--- config.mk ---
export PLATFORM = sky130hd
export DESIGN_NAME = aux_conv_regs
export DESIGN_NICKNAME = d
export VERILOG_FILES = /design/src/hdl/aux_conv_pkg.sv /design/src/hdl/aux_conv_sequencer.sv /design/src/hdl/aux_conv_regs.sv
export SDC_FILE = /design/constraint.sdc
export NUM_CORES = 1
export LEC_CHECK = 0
export BUFFER_PORTS_ARGS = -buffer_cell sky130_fd_sc_hd__buf_2
export CAP_MARGIN = 10
export CORE_UTILIZATION = 35
export CTS_CLUSTER_DIAMETER = 200
export DETAILED_ROUTE_END_ITERATION = 16
export HOLD_SLACK_MARGIN = 0.03
export PLACE_DENSITY_LB_ADDON = 0.3
export SYNTH_ARGS = -nofsm -noshare
export SYNTH_HDL_FRONTEND = slang
export SYNTH_SLANG_ARGS = --single-unit
--- constraint.sdc ---
create_clock -name core_clk -period 3.4 [get_ports core_clk]
set_clock_uncertainty 0.05 [all_clocks]
set_input_delay 0.68 -clock core_clk [delete_from_list [all_inputs] [get_ports core_clk]]
set_output_delay 0.68 -clock core_clk [all_outputs]
set_load 0.05 [all_outputs]
--- src/hdl/aux_conv_pkg.sv ---
// Purpose: constants for the channel 1 input setup and auxiliary converter control registers
// Assumes: 8-bit register port, byte addresses as printed
// Notes:   shared by the register bank and its sequencer
package aux_conv_pkg;

    // ************************************************************
    // register map
    // ************************************************************
    localparam logic [7:0] REG_RECORD_CH1_INPUT_SETUP = 8'h50;
    localparam logic [7:0] REG_AUX_CONVERTER_CONTROL  = 8'h51;
    localparam logic [7:0] RESET_RECORD_CH1_INPUT_SETUP = 8'h00;
    localparam logic [7:0] RESET_AUX_CONVERTER_CONTROL  = 8'h00;

    // ************************************************************
    // field positions
    // ************************************************************
    localparam int POS_CH1_INPUT_SOURCE    = 6;
    localparam int POS_CH1_INPUT_IMPEDANCE = 4;
    localparam int POS_CH1_CM_TOLERANCE    = 2;
    localparam int POS_CH1_FULL_SCALE      = 1;
    localparam int POS_CH1_BANDWIDTH       = 0;
    localparam int POS_AUX_ENABLE          = 7;
    localparam int POS_AUX_MODE            = 5;
    localparam int POS_SINGLE_START        = 4;
    localparam int POS_REPEAT_STOP         = 3;
    localparam int POS_SINGLE_DONE         = 2;

    // ************************************************************
    // encodings
    // ************************************************************
    typedef enum logic [1:0] {
        SRC_DIFFERENTIAL = 2'h0,
        SRC_SINGLE_ENDED = 2'h1,
        SRC_MUX_POSITIVE = 2'h2,
        SRC_MUX_NEGATIVE = 2'h3
    } input_source_e;

    typedef enum logic [1:0] {
        IMP_5K  = 2'h0,
        IMP_10K = 2'h1,
        IMP_40K = 2'h2,
        IMP_RSV = 2'h3
    } impedance_e;

    typedef enum logic [1:0] {
        CM_AC_LOW   = 2'h0,
        CM_MEDIUM   = 2'h1,
        CM_RAIL     = 2'h2,
        CM_RSV      = 2'h3
    } cm_tolerance_e;

    typedef enum logic [1:0] {
        MODE_SINGLE_ONE  = 2'h0,
        MODE_SINGLE_MULTI = 2'h1,
        MODE_REPEAT_ONE  = 2'h2,
        MODE_REPEAT_MULTI = 2'h3
    } aux_mode_e;

    // converter sequencer states
    typedef enum logic [1:0] {
        CONV_IDLE   = 2'h0,
        CONV_SINGLE = 2'h1,
        CONV_REPEAT = 2'h2
    } conv_state_e;

    // cycles one conversion takes in the sequencer model
    localparam logic [7:0] CONV_CYCLES = 8'h20;

endpackage

--- src/hdl/aux_conv_sequencer.sv ---
// Purpose: steps the auxiliary converter through single and repeated conversions
// Assumes: conversion length fixed by CONV_CYCLES
// Notes:   start is a level from the register bank, held until busy is seen, dropped when disabled or in a repeat mode
`timescale 1ns/100ps
module aux_conv_sequencer (
    // clock and reset
    input  wire logic                        core_clk,
    input  wire logic                        reset,
    // control
    input  wire logic                        enable,
    input  wire aux_conv_pkg::aux_mode_e     mode,
    input  wire logic                        start,
    input  wire logic                        stop,
    // status
    output logic                             busy,
    output logic                             sample_strobe,
    output logic                             single_finished
);
    import aux_conv_pkg::*;

    conv_state_e state;
    logic [7:0]  count;
    logic        repeat_mode;
    logic        last;

    assign repeat_mode = mode[1];
    assign last        = (count == CONV_CYCLES - 8'h01);
    assign busy        = (state != CONV_IDLE);

    // ************************************************************
    // state machine
    // ************************************************************
    always_ff @(posedge core_clk or posedge reset) begin
        if (reset) begin
            state <= CONV_IDLE;
        end else if (!enable) begin
            state <= CONV_IDLE;
        end else begin
            unique case (state)
                CONV_IDLE: begin
                    if (start && !repeat_mode) begin
                        state <= CONV_SINGLE;
                    end else if (repeat_mode && !stop) begin
                        state <= CONV_REPEAT;
                    end
                end
                CONV_SINGLE: begin
                    if (last) begin
                        state <= CONV_IDLE;
                    end
                end
                CONV_REPEAT: begin
                    // stop takes effect at the end of the running conversion
                    if (last && (stop || !repeat_mode)) begin
                        state <= CONV_IDLE;
                    end
                end
                default: begin
                    state <= CONV_IDLE;
                end
            endcase
        end
    end

    always_ff @(posedge core_clk or posedge reset) begin
        if (reset) begin
            count <= 8'h00;
        end else if (state == CONV_IDLE || last) begin
            count <= 8'h00;
        end else begin
            count <= count + 8'h01;
        end
    end

    always_ff @(posedge core_clk or posedge reset) begin
        if (reset) begin
            sample_strobe   <= 1'b0;
            single_finished <= 1'b0;
        end else begin
            sample_strobe   <= enable && busy && last;
            single_finished <= enable && (state == CONV_SINGLE) && last;
        end
    end

endmodule

--- src/hdl/aux_conv_regs.sv ---
// Purpose: channel 1 input setup and auxiliary converter control register bank
// Assumes: simple synchronous register port from the control interface
// Notes:   reads are combinational, writes take effect at the next edge
`timescale 1ns/100ps
module aux_conv_regs (
    // clock and reset
    input  wire logic                          core_clk,
    input  wire logic                          reset,
    // register port
    input  wire logic [7:0]                    reg_addr,
    input  wire logic                          reg_write,
    input  wire logic [7:0]                    reg_wdata,
    output logic      [7:0]                    reg_rdata,
    output logic                               reg_hit,
    // channel 1 analog setup
    output aux_conv_pkg::input_source_e        ch1_input_source,
    output aux_conv_pkg::impedance_e           ch1_input_impedance,
    output aux_conv_pkg::cm_tolerance_e        ch1_common_mode_tolerance,
    output logic                               ch1_full_scale_select,
    output logic                               ch1_bandwidth_select,
    output logic                               ch1_use_positive_pin,
    output logic                               ch1_use_negative_pin,
    // auxiliary converter
    output logic                               aux_conv_enable,
    output aux_conv_pkg::aux_mode_e            aux_conv_mode,
    output logic                               aux_conv_multi_channel,
    output logic                               aux_conv_busy,
    output logic                               aux_conv_sample_strobe,
    output logic                               single_conv_done_flag
);
    import aux_conv_pkg::*;

    logic [7:0] setup;
    logic       single_conv_start;
    logic       repeat_conv_stop;
    logic       start_pulse;
    logic       single_finished;
    logic       write_setup;
    logic       write_aux;

    assign write_setup = reg_write && (reg_addr == REG_RECORD_CH1_INPUT_SETUP);
    assign write_aux   = reg_write && (reg_addr == REG_AUX_CONVERTER_CONTROL);

    // ************************************************************
    // channel 1 input setup
    // ************************************************************
    always_ff @(posedge core_clk or posedge reset) begin
        if (reset) begin
            setup <= RESET_RECORD_CH1_INPUT_SETUP;
        end else if (write_setup) begin
            setup <= reg_wdata;
        end
    end

    assign ch1_input_source          = input_source_e'(setup[POS_CH1_INPUT_SOURCE +: 2]);
    assign ch1_input_impedance       = impedance_e'(setup[POS_CH1_INPUT_IMPEDANCE +: 2]);
    assign ch1_common_mode_tolerance = cm_tolerance_e'(setup[POS_CH1_CM_TOLERANCE +: 2]);
    assign ch1_full_scale_select     = setup[POS_CH1_FULL_SCALE];
    assign ch1_bandwidth_select      = setup[POS_CH1_BANDWIDTH];
    // pin steering; differential uses both pins
    assign ch1_use_positive_pin = (ch1_input_source != SRC_MUX_NEGATIVE);
    assign ch1_use_negative_pin = (ch1_input_source == SRC_DIFFERENTIAL)
                               || (ch1_input_source == SRC_MUX_NEGATIVE);

    // ************************************************************
    // auxiliary converter control
    // ************************************************************
    always_ff @(posedge core_clk or posedge reset) begin
        if (reset) begin
            aux_conv_enable  <= RESET_AUX_CONVERTER_CONTROL[POS_AUX_ENABLE];
            aux_conv_mode    <= MODE_SINGLE_ONE;
            repeat_conv_stop <= RESET_AUX_CONVERTER_CONTROL[POS_REPEAT_STOP];
        end else if (write_aux) begin
            aux_conv_enable  <= reg_wdata[POS_AUX_ENABLE];
            aux_conv_mode    <= aux_mode_e'(reg_wdata[POS_AUX_MODE +: 2]);
            repeat_conv_stop <= reg_wdata[POS_REPEAT_STOP];
        end
    end

    // single-channel modes follow the source mux
    assign aux_conv_multi_channel = aux_conv_mode[0];

    assign start_pulse = write_aux && reg_wdata[POS_SINGLE_START];

    always_ff @(posedge core_clk or posedge reset) begin
        if (reset) begin
            single_conv_start <= 1'b0;
        end else if (start_pulse) begin
            single_conv_start <= 1'b1;
        end else if (aux_conv_busy || !aux_conv_enable || aux_conv_mode[1]) begin
            // sequential modes ignore a start; a kept bit would fire later in one-shot
            single_conv_start <= 1'b0;
        end
    end

    // done flag; completion beats a same-cycle start
    always_ff @(posedge core_clk or posedge reset) begin
        if (reset) begin
            single_conv_done_flag <= 1'b0;
        end else if (single_finished) begin
            single_conv_done_flag <= 1'b1;
        end else if (start_pulse) begin
            single_conv_done_flag <= 1'b0;
        end
    end

    aux_conv_sequencer sequencer (
        .core_clk        (core_clk),
        .reset           (reset),
        .enable          (aux_conv_enable),
        .mode            (aux_conv_mode),
        .start           (single_conv_start),
        .stop            (repeat_conv_stop),
        .busy            (aux_conv_busy),
        .sample_strobe   (aux_conv_sample_strobe),
        .single_finished (single_finished)
    );

    // ************************************************************
    // read back
    // ************************************************************
    always_comb begin
        reg_rdata = 8'h00;
        reg_hit   = 1'b1;
        unique case (reg_addr)
            REG_RECORD_CH1_INPUT_SETUP: begin
                reg_rdata = setup;
            end
            REG_AUX_CONVERTER_CONTROL: begin
                reg_rdata = {aux_conv_enable, aux_conv_mode, single_conv_start,
                             repeat_conv_stop, single_conv_done_flag, 2'h0};
            end
            default: begin
                reg_hit = 1'b0;
            end
        endcase
    end

endmodule

==> flow_summary.ini, run 1 <==
[synth]
synth_top_family_by_area = simple AND/OR/NAND/NOR gates
ys_types = 33
yosys.area_share.simple = 0.180
synth_ff_type = dfrtp_1
synth_cells = 109
syn_nets = 130
synthAdderAreaFrac = 0.0199
syn_avg_cell_area_sq_um = 11.5
synth-compound-area-share = 0.0507
yosysWarnings = 0
async_reset_ff_frac = 1.00
synth_edf_count = 0
synthXorXnorAreaFrac = 0.0209
yosysSeqAreaShare = 0.517
synthMuxAreaShare = 0.167
syn_area_sq_mm = 0.00126
ys_seq_elements = 26

[layout]
fin_area_sq_mm = 0.00155
n_antenna_cell = 0
fillers = 332
area_growth_pct = 22.9
fin_cells = 199
fin_nets = 175
drive_gt1_frac = 0.412
final_util = 0.456

[timing]
period_minus_slack_ns = 2.97
period_share = 0.873
relSlewSlack = 0.247
setup_viol = 0
max_freq_ghz = 0.337
layout_setup_ws_ns = 0.432
hold_violations = 0
worst_slew_pin_slew_ns = 1.12
rsz0062_at_grt = false
hold_ws_ns = 0.455
slew_viol_final = 0

[status]
status = completed

[min_path]
min_path_type = flop to flop
hp-start = sequencer.single_finished

[placement]
io_buffers = 44
dpl_worst_slack_ns = 0.438
dp_cells = 195
place_area_sq_mm = 0.00151
routabilityCongestion = 0.723
place_hpwl_um = 1900

[die]
boundaryPins = 45
die_h_um = 62.0
die_w_um = 62.0
core_area_sq_mm = 0.00339
start_util = 0.371
die_area_sq_mm = 0.00384
rows = 21

[routing]
vias = 975
ant_nets = 0
firstDrtPassIters = 4
vias_per_cell = 4.90
drc_errors = 0
drt-total-wl_um = 2540
drt_iter0_markers = 24
wire_per_inst_um = 12.8

[setup_path]
path_max_fanout = 9
crit_path_frequent_cell = buf_2
crit_path_start = reg_addr[7]
crit_type = input port to primary output
r2r-start = sequencer.count[0]
critPathTopFamily = simple AND/OR/NAND/NOR gates
slowest_delay_ns = 0.70
critPathLaunchType = input port
crit_required_ns = 2.67
cp.arrival_ns = 2.24
crit_path_top_delay_cell = or4_2
cp_num_buf_inv = 2
crit_path_end_kind = primary output
worstPathCellList = buf_2 -> nand4bb_1 -> or4_2 -> nor3b_1 -> buf_2

[clocking]
cts_resized = 0
cts_tree = done
post-cts-setup-buffers = 0
root_buffer = clkbuf_4
worstSkewPairLatency_ns = 0.33
cts_hold_buf = 0
cts_buffers = 3
path_clk_slew_ns = 0.13
htree_levels = 1
clock_path_buffers = 2
cts.sinks = 26

[power]
cellPowerDensity_mw_per_mm2 = 358
peakVddDrop_uv = 122
leakagePower_uw = 0.000823

[grt]
grt_pass1_wl_um = 4160
antenna_found_initial = 0
grt_overflow = 0
grt_max_degree = 27
grt_usage = 0.151
grt_pass1_vias = 934

[flow_run]
drv_cap = 0
==> metrics by stage <==
| step | power (uW) | setup TNS, ns |
|---|---|---|
| after floorplan | 379 | -0.301 |
| after global placement | 401 | 0 |
| after detailed placement | 403 | 0 |
| after CTS | 561 | 0 |
| after global routing | 576 | 0 |
| final | 554 | 0 |
==> kinds of logic after synthesis <==
kind of cell / Yosys count
xor gates and xnor gates: 3
buffers and inverters: 12
and+or+nand+nor: 37
AOI/OAI and AO/OA: 11
adders and majority gates: 2
muxes: 18
DFF: 26
==> area by class of cell <==
class	count	area, sq um	area share
tap	46	57.6	0.0372
multi-input combinational	71	552	0.357
timing repair buffer	44	220	0.142
clock buffer	4	36.3	0.0235
sequential	26	651	0.421
inverter	8	30.0	0.0194
==> cells in the mapped netlist, types with 3 or more instances <==
library cell / n / area [sq um]
mux2i_1: 6 / 60.1
dfrtp_1: 26 / 651
nand3_1: 4 / 20.0
mux2_4: 4 / 60.1
a21oi_1: 3 / 15.0
or3_1: 3 / 18.8
nor2_1: 9 / 33.8
mux2_2: 8 / 90.1
inv_1: 8 / 30.0
o21ai_0: 5 / 25.0
nor3b_1: 3 / 22.5
==> per-layer routing <==
layer | global-route usage | share of wire
met5 | 0 | 0
met2 | 0.266 | 0.49
met3 | 0.0186 | 0.039
met1 | 0.179 | 0.46
met4 | 0.0825 | 0.012
==> sequential cells by signal (all words and copies together), names as in the netlist <==
register and flops:
aux_conv_enable 1, aux_conv_mode 2, repeat_conv_stop 1, sequencer.count 8, sequencer.sample_strobe 1, sequencer.single_finished 1
sequencer.state 2, setup 8, single_conv_done_flag 1, single_conv_start 1
==> power breakdown <==
group | switching [uW] | internal, uW | leakage, uW
Clock | 92.2 | 65.6 | 0.0000210
Sequential | 6.90 | 316 | 0.000361
Combinational | 48.7 | 24.4 | 0.000441
==> path summary, 6_finish.rpt <==
kind,end,slack (ns),cells after the start
setup / recovery,reg_rdata[0],0.43,5
hold reg to reg,single_conv_done_flag,0.46,1
hold / removal,single_conv_done_flag,0.46,1
setup reg to reg,sequencer.state[1],1.34,4
min in group asynchronous,single_conv_start,0.50,2
max in group asynchronous,sequencer.state[0],2.21,2
==> cells in the final DEF, fill, tap and decap left out, types with 2 or more instances in the layout <==
cell type / n
nand3_1: 4
dfrtp_1: 26
and3_1: 2
nor2_1: 9
nor3b_1: 3
buf_2: 44
nor2b_1: 2
clkbuf_4: 3
o21ai_0: 5
inv_1: 8
ha_1: 2
mux2_4: 4
nand4bb_1: 2
mux2_2: 8
mux2i_1: 6
or3_1: 3
nand2_1: 2
nor3_1: 2
a21oi_1: 3
xor2_1: 2
(Power assumes the default switching activity.)
==> inputs of run 2 (changes only) <==
--- a/config.mk
+++ b/config.mk
@@ -10,8 +10,9 @@
 export CORE_UTILIZATION = 35
 export CTS_CLUSTER_DIAMETER = 200
 export DETAILED_ROUTE_END_ITERATION = 16
+export GPL_TIMING_DRIVEN = 0
 export HOLD_SLACK_MARGIN = 0.03
-export PLACE_DENSITY_LB_ADDON = 0.3
+export PLACE_DENSITY = 0.63
 export SYNTH_ARGS = -nofsm -noshare
 export SYNTH_HDL_FRONTEND = slang
 export SYNTH_SLANG_ARGS = --single-unit
==> run 2 against run 1 <==
Via count up 0.10%. Critical path type unchanged. Highest routed layer unchanged. Worst setup slack lost 0.084 ns. Core utilization increased by 0.63 points. Combinational power grew 1%. Sequential power about the same.
==> flow_summary.ini, run 2 (same netlist as run 1, synthesis figures left out) <==
[timing]
setup_viol = 0
relSlewSlack = 0.262
hold_ws_ns = 0.454
max_freq_ghz = 0.328
finalSetupTns_ns = 0
rsz0062_at_grt = false
hold_violations = 0
slew_viol_final = 0
worst_slew_pin_slew_ns = 1.10
period_minus_slack_ns = 3.05
period_share = 0.897

[clocking]
cts_resized = 0
cts_hold_buf = 0
cts_tree = done
cts_buffers = 3
post-cts-setup-buffers = 0
path_clk_slew_ns = 0.13
htree_levels = 1
clock_path_buffers = 2
worstSkewPairLatency_ns = 0.32
root_buffer = clkbuf_4
cts.sinks = 26

[layout]
n_antenna_cell = 0
final_common_cell = buf_2
fillers = 333
fin_area_sq_mm = 0.00157
mostFrequentLayoutCells = buf_2, dfrtp_1, nor2_1
top_regs = sequencer.count: 8 flops, setup: 8 flops
fin_nets = 178
drive_gt1_frac = 0.410
final_util = 0.463
area_growth_pct = 24.6

[placement]
routabilityCongestion = 0.673
io_buffers = 43
place_area_sq_mm = 0.00153
place_hpwl_um = 1950

[power]
power_frac_comb = 0.134
leakagePower_uw = 0.000833
p_sw_uw = 144
pwr-share-clk = 0.279
p_sw_frac = 0.261
cellPowerDensity_mw_per_mm2 = 351
power.share.sequential = 0.586
p_int_uw = 407
peakVddDrop_uv = 111

[die]
rows = 21
die_area_sq_mm = 0.00384
start_util = 0.371
die_w_um = 62.0
die_h_um = 62.0
core_area_sq_mm = 0.00339
boundaryPins = 45

[setup_path]
cp.arrival_ns = 2.32
path_max_fanout = 9
crit_type = input port to primary output
crit_path_end_kind = primary output
critPathLaunchType = input port
crit_required_ns = 2.67

[min_path]
min_path_type = flop to flop

[grt]
grt_pass1_vias = 859
grt_overflow = 0
grt_usage = 0.140
grt_pass1_wl_um = 3880
grt_max_degree = 27
antenna_found_initial = 0

[routing]
drt-total-wl_um = 2500
drc_errors = 0
drt_iter0_markers = 35
vias_per_cell = 4.83
vias = 976
wire_per_inst_um = 12.4
firstDrtPassIters = 4
ant_nets = 0

[status]
status = completed

[flow_run]
drv_cap = 0
run 2: cell type report:
cell class | count | area (sq um) | area share
Buffer | 4 | 26.3 | 0.0168
Clock buffer | 4 | 36.3 | 0.0231
Inverter | 8 | 30.0 | 0.0192
Multi-Input combinational cell | 71 | 552 | 0.352
Sequential cell | 26 | 651 | 0.415
Tap cell | 46 | 57.6 | 0.0367
Timing Repair Buffer | 43 | 215 | 0.137
run 2: critical path, stage by stage:
cell and delay, ns:
buf_2 0.09, nand4bb_1 0.23, or4_2 0.56, clkbuf_1 0.24, nor3b_1 0.23, buf_2 0.29
run 2: through the flow:
stage	instances	setup WS [ns]	total power (uW)
after floorplan	109	-0.150	379
after detailed placement	198	0.344	404
after global placement	198	0.381	402
after CTS	202	0.338	560
after global routing	202	0.296	581
final	202	0.349	550
run 2: final timing paths:
check | slack [ns] | end | from | depth (start not counted)
worst min-delay path | 0.45 | single_conv_done_flag | sequencer.single_finished | 1
min in group asynchronous | 0.50 | sequencer.sample_strobe | reset | 2
worst max register to register | 1.32 | sequencer.state[1] | sequencer.count[0] | 4
max in group asynchronous | 2.22 | sequencer.count[6] | reset | 2
worst max-delay path | 0.35 | reg_rdata[1] | reg_addr[7] | 6
worst min register to register | 0.45 | single_conv_done_flag | sequencer.single_finished | 1
run 2: layer usage:
layer,global-route usage,up-vias,part of all wire
met1,0.171,467,0.45
met3,0.0186,4,0.029
met2,0.246,24,0.50
met5,0,-,0
li1,-,481,-
met4,0.0571,0,0.021
run 2: power by group through the flow:
stage	sequential (uW)	combinational (uW)	clock [uW]
6_report	323	74.0	154
5_1_grt	324	79.8	177
4_1_cts	323	75.6	162
3_5_place_dp	329	75.4	0
3_3_place_gp	328	74.0	0
2_1_floorplan	350	29.8	0
==> inputs of run 3 (changes only) <==
--- a/config.mk
+++ b/config.mk
@@ -7,7 +7,9 @@
 export LEC_CHECK = 0
 export BUFFER_PORTS_ARGS = -buffer_cell sky130_fd_sc_hd__buf_2
 export CAP_MARGIN = 10
+export CORE_ASPECT_RATIO = 1.25
 export CORE_UTILIZATION = 35
+export CTS_BUF_LIST = sky130_fd_sc_hd__clkbuf_8
 export CTS_CLUSTER_DIAMETER = 200
 export DETAILED_ROUTE_END_ITERATION = 16
 export GPL_TIMING_DRIVEN = 0
==> run 3 against run 2 <==
Non-clock buffer count increased by 1. Register-to-register slack better by 0.27 ns. Die area barely moved. Design area about the same. Highest routed layer unchanged.
==> flow_summary.ini, run 3 (same netlist as run 1, synthesis figures left out) <==
[setup_path]
crit_required_ns = 2.67
worstPathCellList = buf_2 -> nand4bb_1 -> or4_2 -> clkbuf_1 -> nor3b_1 -> buf_2
crit_path_frequent_cell = buf_2
cp.arrival_ns = 2.33
path_max_fanout = 9
cp_num_buf_inv = 3
critPathLaunchType = input port
crit_path_top_delay_cell = or4_2
crit_type = input port to primary output
crit_path_end_kind = primary output
slowest_delay_ns = 0.56
critPathTopFamily = simple AND/OR/NAND/NOR gates

[die]
die_h_um = 69.1
core_area_sq_mm = 0.00345
start_util = 0.364
rows = 24
die_area_sq_mm = 0.00384
die_w_um = 55.6
boundaryPins = 45

[status]
status = completed

[grt]
antenna_found_initial = 0
grt_pass1_wl_um = 4240
grt_usage = 0.137
grt_pass1_vias = 933
grt_max_degree = 27
grt_overflow = 0

[timing]
max_freq_ghz = 0.327
worst_slew_pin_slew_ns = 0.963
hold_violations = 0
period_minus_slack_ns = 3.06
relSlewSlack = 0.357
finalSetupTns_ns = 0
setup_viol = 0
period_share = 0.900
slew_viol_final = 0
rsz0062_at_grt = false

[layout]
fin_nets = 179
mostFrequentLayoutCells = buf_2, dfrtp_1, nor2_1
area_growth_pct = 24.7
top_regs = sequencer.count: 8 flops, setup: 8 flops
regArea_sq_um = 651
drive_gt1_frac = 0.410
final_common_cell = buf_2
fin_area_sq_mm = 0.00157
final_util = 0.454
n_antenna_cell = 0
multi_input_area_sq_um = 552
fillers = 336

[placement]
routabilityCongestion = 0.732
place_area_sq_mm = 0.00152
place_hpwl_um = 1900
io_buffers = 43

[routing]
drt_iter0_markers = 26
vias_per_cell = 5.06
drt-total-wl_um = 2460
drc_errors = 0
ant_nets = 0
wire_per_inst_um = 12.6
vias = 987
firstDrtPassIters = 4

[power]
cellPowerDensity_mw_per_mm2 = 358
leakagePower_uw = 0.000838
peakVddDrop_uv = 181
power_uw = 562

[clocking]
cts.sinks = 26
root_buffer = clkbuf_8
cts_hold_buf = 0
post-cts-setup-buffers = 0
cts_tree = done
clock_path_buffers = 2
path_clk_slew_ns = 0.08
htree_levels = 1
worstSkewPairLatency_ns = 0.26
cts_buffers = 3
cts_resized = 0

[flow_run]
drv_cap = 0

[min_path]
min_path_type = flop to flop
run 3: cell types whose count changed in the layout (fill, tap and decap cells not counted):
cell and change:
clkbuf_2 +1, clkbuf_4 -3, clkbuf_8 +2
run 3: layout make-up:
cell class,instances,area share
well taps,39,0.0311
inverters,8,0.0191
plain buffers,4,0.0167
flip-flops and latches,26,0.415
multi-input cells,71,0.352
repair buffers,44,0.140
clock buffers,3,0.0263
run 3: through the flow:
step,setup WS (ns),cells,hold slack [ns]
floorplan,-0.150,109,0.413
global placement,0.360,191,0.423
detailed placement,0.344,191,0.429
CTS,0.334,194,0.449
global route,0.186,195,0.458
finish,0.339,195,0.445
run 3: path summary, 6_finish.rpt:
path	startpoint	slack (ns)	cells past startpoint	end
max	reg_addr[7]	0.34	6	reg_rdata[0]
min	sequencer.single_finished	0.44	1	single_conv_done_flag
max reg2reg	sequencer.count[0]	1.59	5	sequencer.single_finished
min reg2reg	sequencer.single_finished	0.44	1	single_conv_done_flag
max in group asynchronous	reset	2.14	2	sequencer.single_finished
min in group asynchronous	reset	0.57	2	setup[4]
run 3: power breakdown:
group	switching [uW]	internal [uW]	total, uW
sequential	6.51	316	322
clock	86.7	79.2	166
combinational	49.0	25.0	74.0
run 3: metal layers:
| metal | share of wire | routed length, um | vias up | track usage |
|---|---|---|---|---|
| li1 | - | - | 479 | - |
| met1 | 0.42 | 1040 | 469 | 0.170 |
| met2 | 0.50 | 1230 | 34 | 0.233 |
| met3 | 0.062 | 152 | 5 | 0.0244 |
| met4 | 0.018 | 45 | 0 | 0.0583 |
| met5 | 0 | 0 | - | 0 |
